$ cat src/pm_cfg_pkg.sv
// shared constants for the power-management configuration loader
package pm_cfg_pkg;
   // ===========================================
   // ports and image word addresses
   localparam int NPORTS = 3;
   localparam logic [7:0] CAP_WORD0 = 8'h50;
   localparam logic [7:0] DATA_WORD0 = 8'h51;
   localparam logic [7:0] NSR_WORD0 = 8'h4f;
   localparam logic [7:0] WORD_STRIDE = 8'h02;
   // ===========================================
   // image word bit positions
   localparam int IMG_NSR_BIT = 0;
   localparam int IMG_AUX_LSB = 1;
   localparam int IMG_D1_BIT = 4;
   localparam int IMG_D2_BIT = 5;
   localparam int IMG_PME_LSB = 6;
   localparam int IMG_DATA_LSB = 8;
   // ===========================================
   // configuration register bit positions
   localparam int CFG_PS_LSB = 0;
   localparam int CFG_NSR_BIT = 3;
   localparam int CFG_AUX_LSB = 22;
   localparam int CFG_D1_BIT = 25;
   localparam int CFG_D2_BIT = 26;
   localparam int CFG_PME_LSB = 28;
   localparam int CFG_DATA_LSB = 24;
   localparam int STAT_LOADED_BIT = 0;
   // ===========================================
   // byte offsets on the register bus
   localparam logic [11:0] STATUS_OFF = 12'h000;
   localparam logic [11:0] PMCAP_OFF = 12'h040;
   localparam logic [11:0] PMDATA_OFF = 12'h044;
   localparam logic [11:0] PORT_STRIDE = 12'h100;
   // ===========================================
   // reset values and power states
   localparam logic [2:0] AUX_RST = 3'h0;
   localparam logic [1:0] PME_RST = 2'h0;
   localparam logic D_SUPPORT_RST = 1'b0;
   localparam logic [7:0] DATA_RST = 8'h00;
   localparam logic NSR_RST = 1'b0;
   localparam logic [1:0] PS_D0 = 2'h0;
   localparam logic [1:0] PS_D3 = 2'h3;
endpackage

$ cat src/pm_config_word_loader.sv
// configuration image loader with an AHB-Lite view of the port pm registers
`timescale 1ns/100ps
`default_nettype none
module pm_config_word_loader (
   // clock and reset
   input wire logic ref_clk,
   input wire logic rst,
   // ahb-lite slave
   input wire logic hsel,
   input wire logic [31:0] haddr,
   input wire logic [1:0] htrans,
   input wire logic hwrite,
   input wire logic [2:0] hsize,
   input wire logic [31:0] hwdata,
   input wire logic hready,
   output logic hreadyout,
   output logic [31:0] hrdata,
   output logic hresp,
   // configuration image source
   input wire logic img_valid,
   input wire logic [7:0] img_addr,
   input wire logic [15:0] img_data,
   input wire logic img_last,
   // status and per-port soft reset
   output logic loaded,
   output logic [2:0] port_soft_rst
);
   localparam int NP = pm_cfg_pkg::NPORTS;

   typedef struct packed {
      logic ap_valid;
      logic ap_write;
      logic [11:0] ap_addr;
      logic ready;
      logic loaded;
      logic [31:0] rdata;
      logic [NP-1:0] soft_rst;
   } top_s;

   top_s st;
   top_s next_st;

   logic accept;
   logic complete;
   logic img_take;
   logic [31:0] rd_word;
   logic [NP-1:0] ps_we;
   logic [NP-1:0][2:0] aux;
   logic [NP-1:0] d1;
   logic [NP-1:0] d2;
   logic [NP-1:0][1:0] pme;
   logic [NP-1:0][7:0] pm_data;
   logic [NP-1:0] nsr;
   logic [NP-1:0][1:0] pstate;

   function automatic logic [11:0] cap_off(input int p);
      cap_off = 12'(pm_cfg_pkg::PMCAP_OFF + 12'(p) * pm_cfg_pkg::PORT_STRIDE);
   endfunction

   function automatic logic [11:0] data_off(input int p);
      data_off = 12'(pm_cfg_pkg::PMDATA_OFF
                     + 12'(p) * pm_cfg_pkg::PORT_STRIDE);
   endfunction

   // ===========================================
   // image intake
   // words after the last one are ignored
   assign img_take = img_valid && !st.loaded;

   // ===========================================
   // per-port fields
   for (genvar g = 0; g < NP; g++) begin : port
      localparam logic [7:0] CW =
         8'(pm_cfg_pkg::CAP_WORD0 + 8'(g) * pm_cfg_pkg::WORD_STRIDE);
      localparam logic [7:0] DW =
         8'(pm_cfg_pkg::DATA_WORD0 + 8'(g) * pm_cfg_pkg::WORD_STRIDE);
      localparam logic [7:0] NW =
         8'(pm_cfg_pkg::NSR_WORD0 + 8'(g) * pm_cfg_pkg::WORD_STRIDE);
      pm_port_regs #(
         .CAP_WORD(CW),
         .DATA_WORD(DW),
         .NSR_WORD(NW)
      ) regs (
         .ref_clk(ref_clk),
         .rst(rst),
         .img_take(img_take),
         .img_addr(img_addr),
         .img_data(img_data),
         .ps_we(ps_we[g]),
         .ps_wdata(hwdata[pm_cfg_pkg::CFG_PS_LSB +: 2]),
         .aux(aux[g]),
         .d1(d1[g]),
         .d2(d2[g]),
         .pme(pme[g]),
         .pm_data(pm_data[g]),
         .nsr(nsr[g]),
         .pstate(pstate[g])
      );
   end

   // ===========================================
   // bus handshake
   // once the image is loaded every transfer takes one wait state; a read is formed from
   // registered fields so hrdata comes straight from a flop
   assign accept = hsel && htrans[1] && hready;
   assign complete = st.ap_valid && st.ready;
   // stall until the image is in
   assign hreadyout = !st.ap_valid || st.ready;
   assign hrdata = st.rdata;
   assign hresp = 1'b0;
   assign loaded = st.loaded;
   assign port_soft_rst = st.soft_rst;

   always_comb begin
      for (int p = 0; p < NP; p++) begin
         ps_we[p] = complete && st.ap_write && st.ap_addr == data_off(p);
      end
   end

   // ===========================================
   // read mux
   // unmapped offsets read as zero and writes there are dropped
   always_comb begin
      rd_word = 32'h0000_0000;
      if (st.ap_addr == pm_cfg_pkg::STATUS_OFF) begin
         rd_word[pm_cfg_pkg::STAT_LOADED_BIT] = st.loaded;
      end
      for (int p = 0; p < NP; p++) begin
         if (st.ap_addr == cap_off(p)) begin
            rd_word[pm_cfg_pkg::CFG_AUX_LSB +: 3] = aux[p];
            rd_word[pm_cfg_pkg::CFG_D1_BIT] = d1[p];
            rd_word[pm_cfg_pkg::CFG_D2_BIT] = d2[p];
            rd_word[pm_cfg_pkg::CFG_PME_LSB +: 2] = pme[p];
         end
         if (st.ap_addr == data_off(p)) begin
            rd_word[pm_cfg_pkg::CFG_DATA_LSB +: 8] = pm_data[p];
            rd_word[pm_cfg_pkg::CFG_NSR_BIT] = nsr[p];
            rd_word[pm_cfg_pkg::CFG_PS_LSB +: 2] = pstate[p];
         end
      end
   end

   // ===========================================
   // next state
   always_comb begin
      next_st = st;
      next_st.soft_rst = '0;
      if (img_take && img_last) begin
         next_st.loaded = 1'b1;
      end
      if (st.ap_valid && !st.ready && st.loaded) begin
         next_st.ready = 1'b1;
         next_st.rdata = rd_word;
      end
      if (complete) begin
         next_st.ap_valid = 1'b0;
         next_st.ready = 1'b0;
      end
      if (accept) begin
         next_st.ap_valid = 1'b1;
         next_st.ready = 1'b0;
         next_st.ap_write = hwrite;
         next_st.ap_addr = haddr[11:0];
      end
      // leaving d3 for d0 resets the port unless suppressed
      for (int p = 0; p < NP; p++) begin
         next_st.soft_rst[p] = ps_we[p]
            && pstate[p] == pm_cfg_pkg::PS_D3
            && hwdata[pm_cfg_pkg::CFG_PS_LSB +: 2] == pm_cfg_pkg::PS_D0
            && !nsr[p];
      end
   end

   always_ff @(posedge ref_clk or posedge rst) begin
      if (rst) begin
         st <= '0;
      end else begin
         st <= next_st;
      end
   end

   logic rd0_cap;
   logic rd1_cap;
   logic rd2_cap;
   logic rd0_dat;
   logic rd1_dat;
   logic rd2_dat;
   logic wr0_dat;
   assign rd0_cap = st.ap_valid && !st.ready && st.loaded
                    && st.ap_addr == cap_off(0);
   assign rd1_cap = st.ap_valid && !st.ready && st.loaded
                    && st.ap_addr == cap_off(1);
   assign rd2_cap = st.ap_valid && !st.ready && st.loaded
                    && st.ap_addr == cap_off(2);
   assign rd0_dat = st.ap_valid && !st.ready && st.loaded
                    && st.ap_addr == data_off(0);
   assign rd1_dat = st.ap_valid && !st.ready && st.loaded
                    && st.ap_addr == data_off(1);
   assign rd2_dat = st.ap_valid && !st.ready && st.loaded
                    && st.ap_addr == data_off(2);
   assign wr0_dat = complete && st.ap_write && st.ap_addr == data_off(0);
endmodule
`default_nettype wire

$ cat src/pm_port_regs.sv
// per-port power-management fields captured from the configuration image
`timescale 1ns/100ps
`default_nettype none
module pm_port_regs #(
   parameter logic [7:0] CAP_WORD = 8'h00,
   parameter logic [7:0] DATA_WORD = 8'h00,
   parameter logic [7:0] NSR_WORD = 8'h00
) (
   // clock and reset
   input wire logic ref_clk,
   input wire logic rst,
   // image words, already gated by the loader
   input wire logic img_take,
   input wire logic [7:0] img_addr,
   input wire logic [15:0] img_data,
   // software power-state write
   input wire logic ps_we,
   input wire logic [1:0] ps_wdata,
   // captured fields
   output logic [2:0] aux,
   output logic d1,
   output logic d2,
   output logic [1:0] pme,
   output logic [7:0] pm_data,
   output logic nsr,
   output logic [1:0] pstate
);
   typedef struct packed {
      logic [2:0] aux;
      logic d1;
      logic d2;
      logic [1:0] pme;
      logic [7:0] data;
      logic nsr;
      logic [1:0] pstate;
   } port_s;

   port_s st;
   port_s next_st;

   // ===========================================
   // capture
   always_comb begin
      next_st = st;
      if (img_take && img_addr == CAP_WORD) begin
         next_st.aux = img_data[pm_cfg_pkg::IMG_AUX_LSB +: 3];
         next_st.d1 = img_data[pm_cfg_pkg::IMG_D1_BIT];
         next_st.d2 = img_data[pm_cfg_pkg::IMG_D2_BIT];
         next_st.pme = img_data[pm_cfg_pkg::IMG_PME_LSB +: 2];
      end
      if (img_take && img_addr == DATA_WORD) begin
         next_st.data = img_data[pm_cfg_pkg::IMG_DATA_LSB +: 8];
      end
      if (img_take && img_addr == NSR_WORD) begin
         next_st.nsr = img_data[pm_cfg_pkg::IMG_NSR_BIT];
      end
      if (ps_we) begin
         next_st.pstate = ps_wdata;
      end
   end

   always_ff @(posedge ref_clk or posedge rst) begin
      if (rst) begin
         st <= '{aux: pm_cfg_pkg::AUX_RST,
                 d1: pm_cfg_pkg::D_SUPPORT_RST,
                 d2: pm_cfg_pkg::D_SUPPORT_RST,
                 pme: pm_cfg_pkg::PME_RST,
                 data: pm_cfg_pkg::DATA_RST,
                 nsr: pm_cfg_pkg::NSR_RST,
                 pstate: pm_cfg_pkg::PS_D0};
      end else begin
         st <= next_st;
      end
   end

   assign aux = st.aux;
   assign d1 = st.d1;
   assign d2 = st.d2;
   assign pme = st.pme;
   assign pm_data = st.data;
   assign nsr = st.nsr;
   assign pstate = st.pstate;
endmodule
`default_nettype wire
$ cat config.mk
export PLATFORM = sky130hd
export DESIGN_NAME = pm_config_word_loader
export DESIGN_NICKNAME = d
export VERILOG_FILES = /design/src/pm_cfg_pkg.sv /design/src/pm_config_word_loader.sv /design/src/pm_port_regs.sv
export SDC_FILE = /design/constraint.sdc
export NUM_CORES = 1
export LEC_CHECK = 0
export BUFFER_PORTS_ARGS = -buffer_cell sky130_fd_sc_hd__buf_2
export CAP_MARGIN = 0
export CORE_MARGIN = 5
export CORE_UTILIZATION = 55
export CTS_CLUSTER_SIZE = 24
export DETAILED_ROUTE_END_ITERATION = 6
export GPL_TIMING_DRIVEN = 1
export PLACE_DENSITY_LB_ADDON = 0.3
export SLEW_MARGIN = 20
export SYNTH_ARGS = -nofsm -noshare
export SYNTH_HDL_FRONTEND = slang
export SYNTH_SLANG_ARGS = --single-unit
$ cat constraint.sdc
create_clock -name ref_clk -period 4.5 [get_ports ref_clk]
set_input_delay 0.225 -clock ref_clk [delete_from_list [all_inputs] [get_ports ref_clk]]
set_output_delay 0.225 -clock ref_clk [all_outputs]
set_load 0.03 [all_outputs]
==> flow_summary.yaml, run 1 <==
logic_synthesis:
  ys_types: 44
  ys_ff_latch: 86
  yosysSeqAreaShare_pct: 51.62
  synth_top_flop_cell: "dfrtp_1"
  syn_inst: 340
  synth-edff-count: 0
  yosys_warnings: 0
  synth_top_area_cell: "dfrtp_1"
  synth_area_leaders: "dfrtp_1 (52%), mux2_2 (18%), buf_4 (6.5%)"
  yosys.area.top_type_share_pct: 51.62
  syn-cell-area_mm2: 0.004169
  async_reset_ff_share_pct: 100.0
  syn_area_per_cell_um2: 12.26
route:
  num_vias: 2700
  dr.pass1.iters: 4
  drtAntennaViolNets: 0
  drc_errors: 0
  dr.first_iter.drc_count: 137
  vias_per_cell: 5.466
  drt_wl_total_mm: 8.383
  wl_per_cell_um: 16.97
timing:
  relSlewSlack_pct: 46.18
  min_period_over_period_pct: 49.56
  holdWs_ns: 0.08631
  slew_violations: 0
  min_period_ns: 2.230
  rsz0062_at_grt: "false"
  setup_tns_ns: 0
  skew_ns: 0.01278
  max_clock_freq_mhz: 448.4
  tightest_slew_ns: 0.8049
  hold_viol_final: 0
  setup_violations: 0
global_route:
  grt_max_degree: 51
  grt_pass1_wl_mm: 14.10
  overflow: 0
  grt_pass1_vias: 2830
  grt_util_all_layers_pct: 18.68
  antenna_found_initial: 0
final_layout:
  drive_above_1_share_pct: 39.49
  syn2layout_area_growth_pct: 9.994
  antenna_cells: 0
  nNetsFinal: 490
  n_fill_cell: 624
  final_area_mm2: 0.004586
  fin_cells: 494
run_status:
  status: "finished, final reports clean"
power_and_ir_drop:
  p_total_mw: 1.638
  p_per_area_mw_per_mm2: 357.1
  peakVddDrop_v: 0.0001922
  leakage_nw: 2.293
setup_path:
  criticalPathCategory: "flip-flop to flip-flop"
  start_kind: "flip-flop"
  arrival_ns: 2.47
  cp-end-kind: "flip-flop"
  worstPathMaxFanout: 17
  cp_data_required_time_ns: 4.74
placed_design:
  portBuffers: 63
  placed_area_mm2: 0.004375
  placed_cells: 477
  gp_congestion: 0.7942
  dp_hpwl_mm: 6.205
clocking:
  cts_hold_buffers: 1
  clock_sinks: 86
  clk_latency_ns: 0.34
  cts_tree: "done"
  clkTransAtPathRegs_ns: 0.08
  cts_buffer_depth: 2
  htree_levels: 3
  root_buffer: "clkbuf_8"
  cts.repair.resized: 0
  cts_buffers: 9
  post_cts_buffers: 0
run:
  maxCapViolations: 0
die:
  rows: 31
  die_h_um: 97.07
  pin_count: 138
  die_area_mm2: 0.009422
  coreArea_mm2: 0.007331
  fp.dieW_um: 97.07
  start_util_pct: 56.87
hold_path:
  hold_path.class: "input pin to flip-flop"
where the power goes:
group / internal (mW) / switching [mW] / leakage, nW
Sequential: 0.805 / 0.0553 / 1.16
Clock: 0.285 / 0.262 / 0.106
Combinational: 0.0885 / 0.142 / 1.03
cell type report:
cell class | count | area, um^2 | area share (%)
clock inverters | 4 | 45.04 | 0.9823
repair buffers | 65 | 332.8 | 7.258
flip-flops and latches | 86 | 2152 | 46.93
multi-input cells | 225 | 1764 | 38.47
inverters | 3 | 12.51 | 0.2729
clock buffers | 12 | 155.1 | 3.383
well taps | 99 | 123.9 | 2.701
synthesized netlist by cell type, drive strengths merged, types with 4 or more instances:
master / count
dfrtp: 86
mux2: 68
buf: 38
nand2: 17
nor2: 16
nand3: 13
mux2i: 11
a21oi: 7
clkbuf: 7
o31ai: 7
nand2b: 6
o211ai: 6
nor4: 5
a2bb2oi: 4
and3: 4
nand4: 4
o22a: 4
o22ai: 4
registers in the layout (all words and copies together) (netlist names):
register	cells
port.regs.aux	9
port.regs.d1	3
port.regs.pstate	6
port.regs.d2	3
st	15
port.regs.pme	6
loaded	1
port.regs.pm_data	24
hrdata	13
port.regs.nsr	3
port_soft_rst	3
critical path, stage by stage (launching register included):
cell and delay, ns:
dfrtp_1 0.75, inv_1 0.34, nor2_1 0.59, a21oi_1 0.21, o31ai_1 0.23
per-layer routing:
metal  vias to the layer above  part of all wire (%)  track usage (%)
met5                         -                     0                0
met4                         0                   1.3            6.911
met3                         9                   5.1            3.805
met2                        77                    47            30.10
met1                      1333                    46            25.01
li1                       1281                     -                -
metrics by stage:
stage               setup WS (ns)  util (%)
floorplan                   2.053         -
global placement            2.309     59.69
detailed placement          2.274     59.69
CTS                         2.255     62.55
global route                2.027     62.55
finish                      2.270     62.55
logic make-up (layout without fill, tap and decap cells):
| kind of cell | count (synthesis) | count (layout) | synth area share [%] |
|---|---|---|---|
| other | 1 | 20 | 0.08995 |
| multiplexers | 79 | 79 | 21.01 |
| flip-flops | 86 | 86 | 51.62 |
| buffers and inverters | 48 | 84 | 7.773 |
| AND/OR/NAND/NOR | 84 | 84 | 12.15 |
| AO/OA/AOI/OAI | 42 | 42 | 7.353 |
cells in the final DEF (no fill, tap or decap), types with 3 or more instances in the layout:
cell type	synthesis	final
dfrtp_1	86	86
nand2b_1	6	6
and3_1	4	4
nand3_1	12	12
nand4b_1	3	3
a2bb2oi_1	4	4
nand2_1	15	15
nand4_1	4	4
clkbuf_8	0	11
o211ai_1	6	6
o221ai_1	3	3
clkinv_2	0	4
o31ai_1	7	7
a21oi_1	7	7
mux2i_1	11	11
nor4_1	3	3
buf_2	1	63
mux2_2	68	68
conb_1	1	20
o22ai_1	4	4
o22a_1	4	4
nor2_1	16	16
worst paths after layout:
kind                             startpoint                      end  slack (ns)  cells after the start
setup / recovery                     st[45]               hrdata[23]        2.27                      4
hold / removal                     img_last                   loaded        0.09                      2
max in group asynchronous               rst  port[1].regs.pm_data[3]        2.95                      4
hold reg to reg            port[2].regs.nsr         port_soft_rst[2]        0.47                      1
min in group asynchronous               rst   port[1].regs.pstate[1]        0.48                      3
setup reg to reg                     st[45]               hrdata[23]        2.27                      4
Power figures use the tool's default switching activity.
==> inputs of run 2 (changes only) <==
--- a/config.mk
+++ b/config.mk
@@ -8,7 +8,7 @@
 export BUFFER_PORTS_ARGS = -buffer_cell sky130_fd_sc_hd__buf_2
 export CAP_MARGIN = 0
 export CORE_MARGIN = 5
-export CORE_UTILIZATION = 55
+export CORE_UTILIZATION = 51
 export CTS_CLUSTER_SIZE = 24
 export DETAILED_ROUTE_END_ITERATION = 6
 export GPL_TIMING_DRIVEN = 1
==> constraint.sdc (replaced) <==
create_clock -name ref_clk -period 2.3 [get_ports ref_clk]
set_input_delay 0.115 -clock ref_clk [delete_from_list [all_inputs] [get_ports ref_clk]]
set_output_delay 0.115 -clock ref_clk [all_outputs]
set_load 0.03 [all_outputs]
==> flow_summary.yaml, run 2 (same netlist as run 1, synthesis figures left out) <==
setup_path:
  criticalPathCategory: "flip-flop to flip-flop"
  worstPathMaxFanout: 10
  r2r_cells: 4
  arrival_ns: 2.19
  cp-end-kind: "flip-flop"
  cp_data_required_time_ns: 2.52
  start_kind: "flip-flop"
route:
  drt_wl_total_mm: 8.574
  dr.pass1.iters: 4
  drc_errors: 0
  vias_per_cell: 5.398
  wl_per_cell_um: 16.43
  num_vias: 2818
  drtAntennaViolNets: 0
  dr.first_iter.drc_count: 146
clocking:
  cts_buffers: 9
  clock_sinks: 86
  cts_tree: "done"
  htree_levels: 3
  root_buffer: "clkbuf_8"
  cts_buffer_depth: 2
  clk_latency_ns: 0.34
  clkTransAtPathRegs_ns: 0.08
  cts.repair.resized: 0
final_layout:
  regArea_mm2: 0.002152
  largest_register_ffs: 24
  multi_input_area_mm2: 0.001764
  final_cell_mix: "dfrtp_1 (86), mux2_2 (68), buf_2 (63)"
  n_fill_cell: 698
  final_common_cell: "dfrtp_1"
  drive_above_1_share_pct: 39.57
  final_area_mm2: 0.004773
  antenna_cells: 0
  nNetsFinal: 514
  syn2layout_area_growth_pct: 14.50
die:
  die_h_um: 100.4
  die_area_mm2: 0.01008
  pin_count: 138
  coreArea_mm2: 0.008093
  start_util_pct: 51.52
  rows: 33
  fp.dieW_um: 100.4
timing:
  rsz0062_at_grt: "false"
  skew_ns: 0.006108
  setup_tns_ns: 0
  tightest_slew_ns: 0.6182
  min_period_over_period_pct: 85.49
  hold_viol_final: 0
  min_period_ns: 1.966
  setup_violations: 0
  relSlewSlack_pct: 58.67
  max_clock_freq_mhz: 508.6
  slew_violations: 0
power_and_ir_drop:
  clkPwrFrac_pct: 28.8
  leakage_nw: 2.376
  switching_share_pct: 28.34
  p_sw_mw: 0.8734
  p_int_mw: 2.208
  power_frac_seq_pct: 53.5
  p_per_area_mw_per_mm2: 645.6
  comb_power_share_pct: 17.7
  peakVddDrop_v: 0.0003209
global_route:
  grt_util_all_layers_pct: 18.24
  grt_pass1_vias: 2913
  overflow: 0
  antenna_found_initial: 0
  grt_max_degree: 87
  grt_pass1_wl_mm: 14.37
hold_path:
  hold_path.class: "input pin to flip-flop"
  hold_depth: 2
run:
  maxCapViolations: 0
run_status:
  status: "finished, final reports clean"
placed_design:
  placed_area_mm2: 0.004488
  dp_hpwl_mm: 6.369
  portBuffers: 63
  gp_congestion: 0.7318
[run 2: cell count changes in the layout (fill, tap and decap cells not counted), sizes merged]
cell | before | now
buf | 64 | 76
clkinv | 4 | 2
bufinv | 1 | 0
dlygate4sd3 | 1 | 13
clkinvlp | 0 | 1
[run 2: final cells by class]
class                      instances  share of cell area [%]
clock buffer                      12                   3.041
clock inverter                     2                  0.2097
inverter                           3                  0.3145
multi-input combinational        225                   36.96
sequential                        86                   45.09
tap                              105                   2.752
timing repair buffer              89                   11.64
[run 2: layer usage]
layer	part of all wire, %	up-vias	wire (um)	GRT usage, %
met2	48	91	4112	29.56
met1	44	1383	3783	24.49
met4	1.9	0	166	7.150
li1	-	1330	-	-
met5	0	-	0	0
met3	6.0	14	512	3.127
[run 2: metrics by stage]
stage | setup slack, ns | cells | utilization [%] | power [mW] | hold WS, ns
after detailed placement | 0.3739 | 495 | 55.46 | 2.211 | 0.2806
after floorplan | 0.3434 | 359 | - | 2.049 | 0.2319
final | 0.3338 | 522 | 58.98 | 3.082 | 0.01040
after global routing | 0.2344 | 522 | 58.98 | 3.223 | 0.009335
after CTS | 0.3638 | 522 | 58.98 | 3.108 | 0.0003840
after global placement | 0.4156 | 495 | 55.46 | 2.200 | 0.2749
[run 2: worst paths after layout]
| check | from | slack, ns | end |
|---|---|---|---|
| max | st[37] | 0.33 | port[2].regs.pstate[1] |
| min in group asynchronous | rst | 0.44 | port_soft_rst[1] |
| min reg2reg | hrdata[1] | 0.47 | hrdata[1] |
| max in group asynchronous | rst | 1.52 | port[1].regs.pme[0] |
| min | haddr[8] | 0.01 | st[45] |
| max reg2reg | st[37] | 0.33 | port[2].regs.pstate[1] |
[run 2: worst max-delay path: stages (launching register included)]
cell and delay (ns):
dfrtp_1 0.41, nor4_4 0.52, nand4_1 0.30, nor2_1 0.25, mux2_2 0.36
[run 2: power groups by stage]
stage | sequential, mW | clock (mW) | combinational [mW]
2_1_floorplan | 1.65 | 0 | 0.398
3_3_place_gp | 1.67 | 0 | 0.527
3_5_place_dp | 1.68 | 0 | 0.532
4_1_cts | 1.65 | 0.910 | 0.550
5_1_grt | 1.66 | 0.965 | 0.603
6_report | 1.65 | 0.886 | 0.547
[run 2: what timing repair did]
item	in CTS	in global routing
setup buffers	0	0
hold endpoints to repair	97	0
hold buffers	13	0
==> inputs of run 3 (changes only) <==
--- a/config.mk
+++ b/config.mk
@@ -16,4 +16,5 @@
 export SLEW_MARGIN = 20
 export SYNTH_ARGS = -nofsm -noshare
 export SYNTH_HDL_FRONTEND = slang
+export SYNTH_HIERARCHICAL = 1
 export SYNTH_SLANG_ARGS = --single-unit
==> flow_summary.yaml, run 3 <==
global_route:
  antenna_found_initial: 0
  grt_max_degree: 33
  grt_pass1_wl_mm: 16.39
  grt_pass1_vias: 3268
  grt_util_all_layers_pct: 20.67
  overflow: 0
power_and_ir_drop:
  leakage_nw: 2.451
  p_per_area_mw_per_mm2: 677.5
  p_total_mw: 3.448
  peakVddDrop_v: 0.0003681
logic_synthesis:
  yosys.area.top_type_share_pct: 49.40
  ys_ff_latch: 86
  async_reset_ff_share_pct: 100.0
  syn-cell-area_mm2: 0.004357
  synth_area_leaders: "dfrtp_1 (49%), mux2_2 (19%), buf_4 (6.4%)"
  ys_top_cells_by_count: "dfrtp_1 (86), mux2_2 (75), buf_4 (37)"
  yosysMostFrequentCell: "dfrtp_1"
  synth_top_area_cell: "dfrtp_1"
  synth-edff-count: 0
  synth_top_flop_cell: "dfrtp_1"
  yosys_warnings: 6
  syn_inst: 349
  ys_types: 49
  syn_area_per_cell_um2: 12.48
  yosysSeqAreaShare_pct: 49.40
clocking:
  cts_tree: "done"
  post_cts_buffers: 0
  cts_buffer_depth: 2
  clock_sinks: 86
  cts_buffers: 9
  htree_levels: 3
  clkTransAtPathRegs_ns: 0.09
  root_buffer: "clkbuf_8"
  clk_latency_ns: 0.35
setup_path:
  cp-end-kind: "flip-flop"
  start_kind: "flip-flop"
  worstPathMaxFanout: 8
  criticalPathCategory: "flip-flop to flip-flop"
  arrival_ns: 2.32
  cp_data_required_time_ns: 2.53
die:
  die_h_um: 102.4
  pin_count: 138
  rows: 33
  coreArea_mm2: 0.008258
  fp.dieW_um: 102.4
  start_util_pct: 52.76
  die_area_mm2: 0.01049
timing:
  rsz0062_at_grt: "false"
  max_clock_freq_mhz: 478.3
  min_period_ns: 2.091
  skew_ns: 0.01240
  setup_tns_ns: 0
  hold_viol_final: 0
  slew_violations: 0
  tightest_slew_ns: 0.8837
  min_period_over_period_pct: 90.91
  setup_violations: 0
  relSlewSlack_pct: 41.02
final_layout:
  drive_above_1_share_pct: 43.35
  final_area_mm2: 0.005089
  syn2layout_area_growth_pct: 16.80
  largest_register_ffs: 24
  final_cell_mix: "dfrtp_1 (86), mux2_2 (75), buf_2 (63)"
  final_common_cell: "dfrtp_1"
  antenna_cells: 0
  fin_util_pct: 61.62
  nNetsFinal: 531
placed_design:
  portBuffers: 63
  dp_hpwl_mm: 7.162
  placed_area_mm2: 0.004713
  gp_congestion: 0.8754
run:
  maxCapViolations: 0
route:
  drtAntennaViolNets: 0
  drt_wl_total_mm: 10.15
  dr.first_iter.drc_count: 136
  dr.pass1.iters: 4
  vias_per_cell: 5.549
  wl_per_cell_um: 18.76
  drc_errors: 0
  num_vias: 3002
hold_path:
  hold_path.class: "input pin to flip-flop"
run_status:
  status: "finished, final reports clean"
==> run 3: cell types whose count changed after synthesis, moves of 4 or more <==
cell,delta
o41ai_1,+4
o21a_1,+4
o211ai_1,-6
and3_1,-4
o2bb2ai_1,+4
a22oi_1,+7
mux2i_1,-6
nand3_1,-4
o21ai_1,+6
o31ai_1,-5
mux2_2,+7
nand2_1,+7
nor2_1,-7
==> run 3: cell families after synthesis <==
family                 share of synthesized area [%]
DFF                                            49.40
other                                        0.08607
buffers and inverters                          7.783
muxes                                          20.53
and+or+nand+nor                                14.42
AOI/OAI and AO/OA                              7.783
==> run 3: layout make-up <==
class,instances,area (um^2)
clock buffers,12,145.1
clock inverters,4,70.07
fillers,655,3169
inverters,6,22.52
multi-input cells,230,1937
flip-flops and latches,86,2152
well taps,105,131.4
repair buffers,98,630.6
==> run 3: worst max-delay path, cell delays in order, from the launching register on <==
cell and delay, ns:
dfrtp_1 0.43, nor2b_1 0.16, buf_4 0.16, nand4b_1 0.28
nor4b_4 0.41, buf_12 0.18, mux2_2 0.34
==> run 3: final timing paths <==
check,start,to,slack (ns),cells after the start
min in group asynchronous,rst,hrdata[3],0.43,4
min,img_data[0],port[1].regs/nsr,0.03,2
max in group asynchronous,rst,port[2].regs/pm_data[4],1.23,3
min reg2reg,hrdata[1],hrdata[1],0.49,2
max reg2reg,loaded,port[1].regs/pm_data[5],0.21,6
max,loaded,port[1].regs/pm_data[5],0.21,6
==> run 3: stage by stage <==
step	instances	setup WS, ns	hold slack [ns]
global route	541	0.1137	0.01647
finish	541	0.2092	0.02812
floorplan	368	0.3099	0.05357
detailed placement	509	0.2197	0.2790
global placement	509	0.2889	0.2666
CTS	541	0.1915	0.01493
==> run 3: where the power goes <==
part           total (mW)  switching [mW]  internal [mW]
Clock                1.17           0.527          0.640
Sequential           1.64          0.0598           1.58
Combinational       0.641           0.397          0.244
Total                3.45           0.984           2.46
==> run 3: per-layer routing <==
| metal | share of wire [%] | up-vias | track usage [%] |
|---|---|---|---|
| met1 | 43 | 1502 | 26.52 |
| met3 | 4.7 | 20 | 3.003 |
| met4 | 2.2 | 0 | 9.183 |
| li1 | - | 1394 | - |
| met5 | 0 | - | 0 |
| met2 | 50 | 86 | 34.71 |
==> run 3: timing repair <==
item / in CTS / in global routing
hold endpoints to repair: 100 / 0
gates resized for setup: 0 / 0
hold buffers: 16 / 0
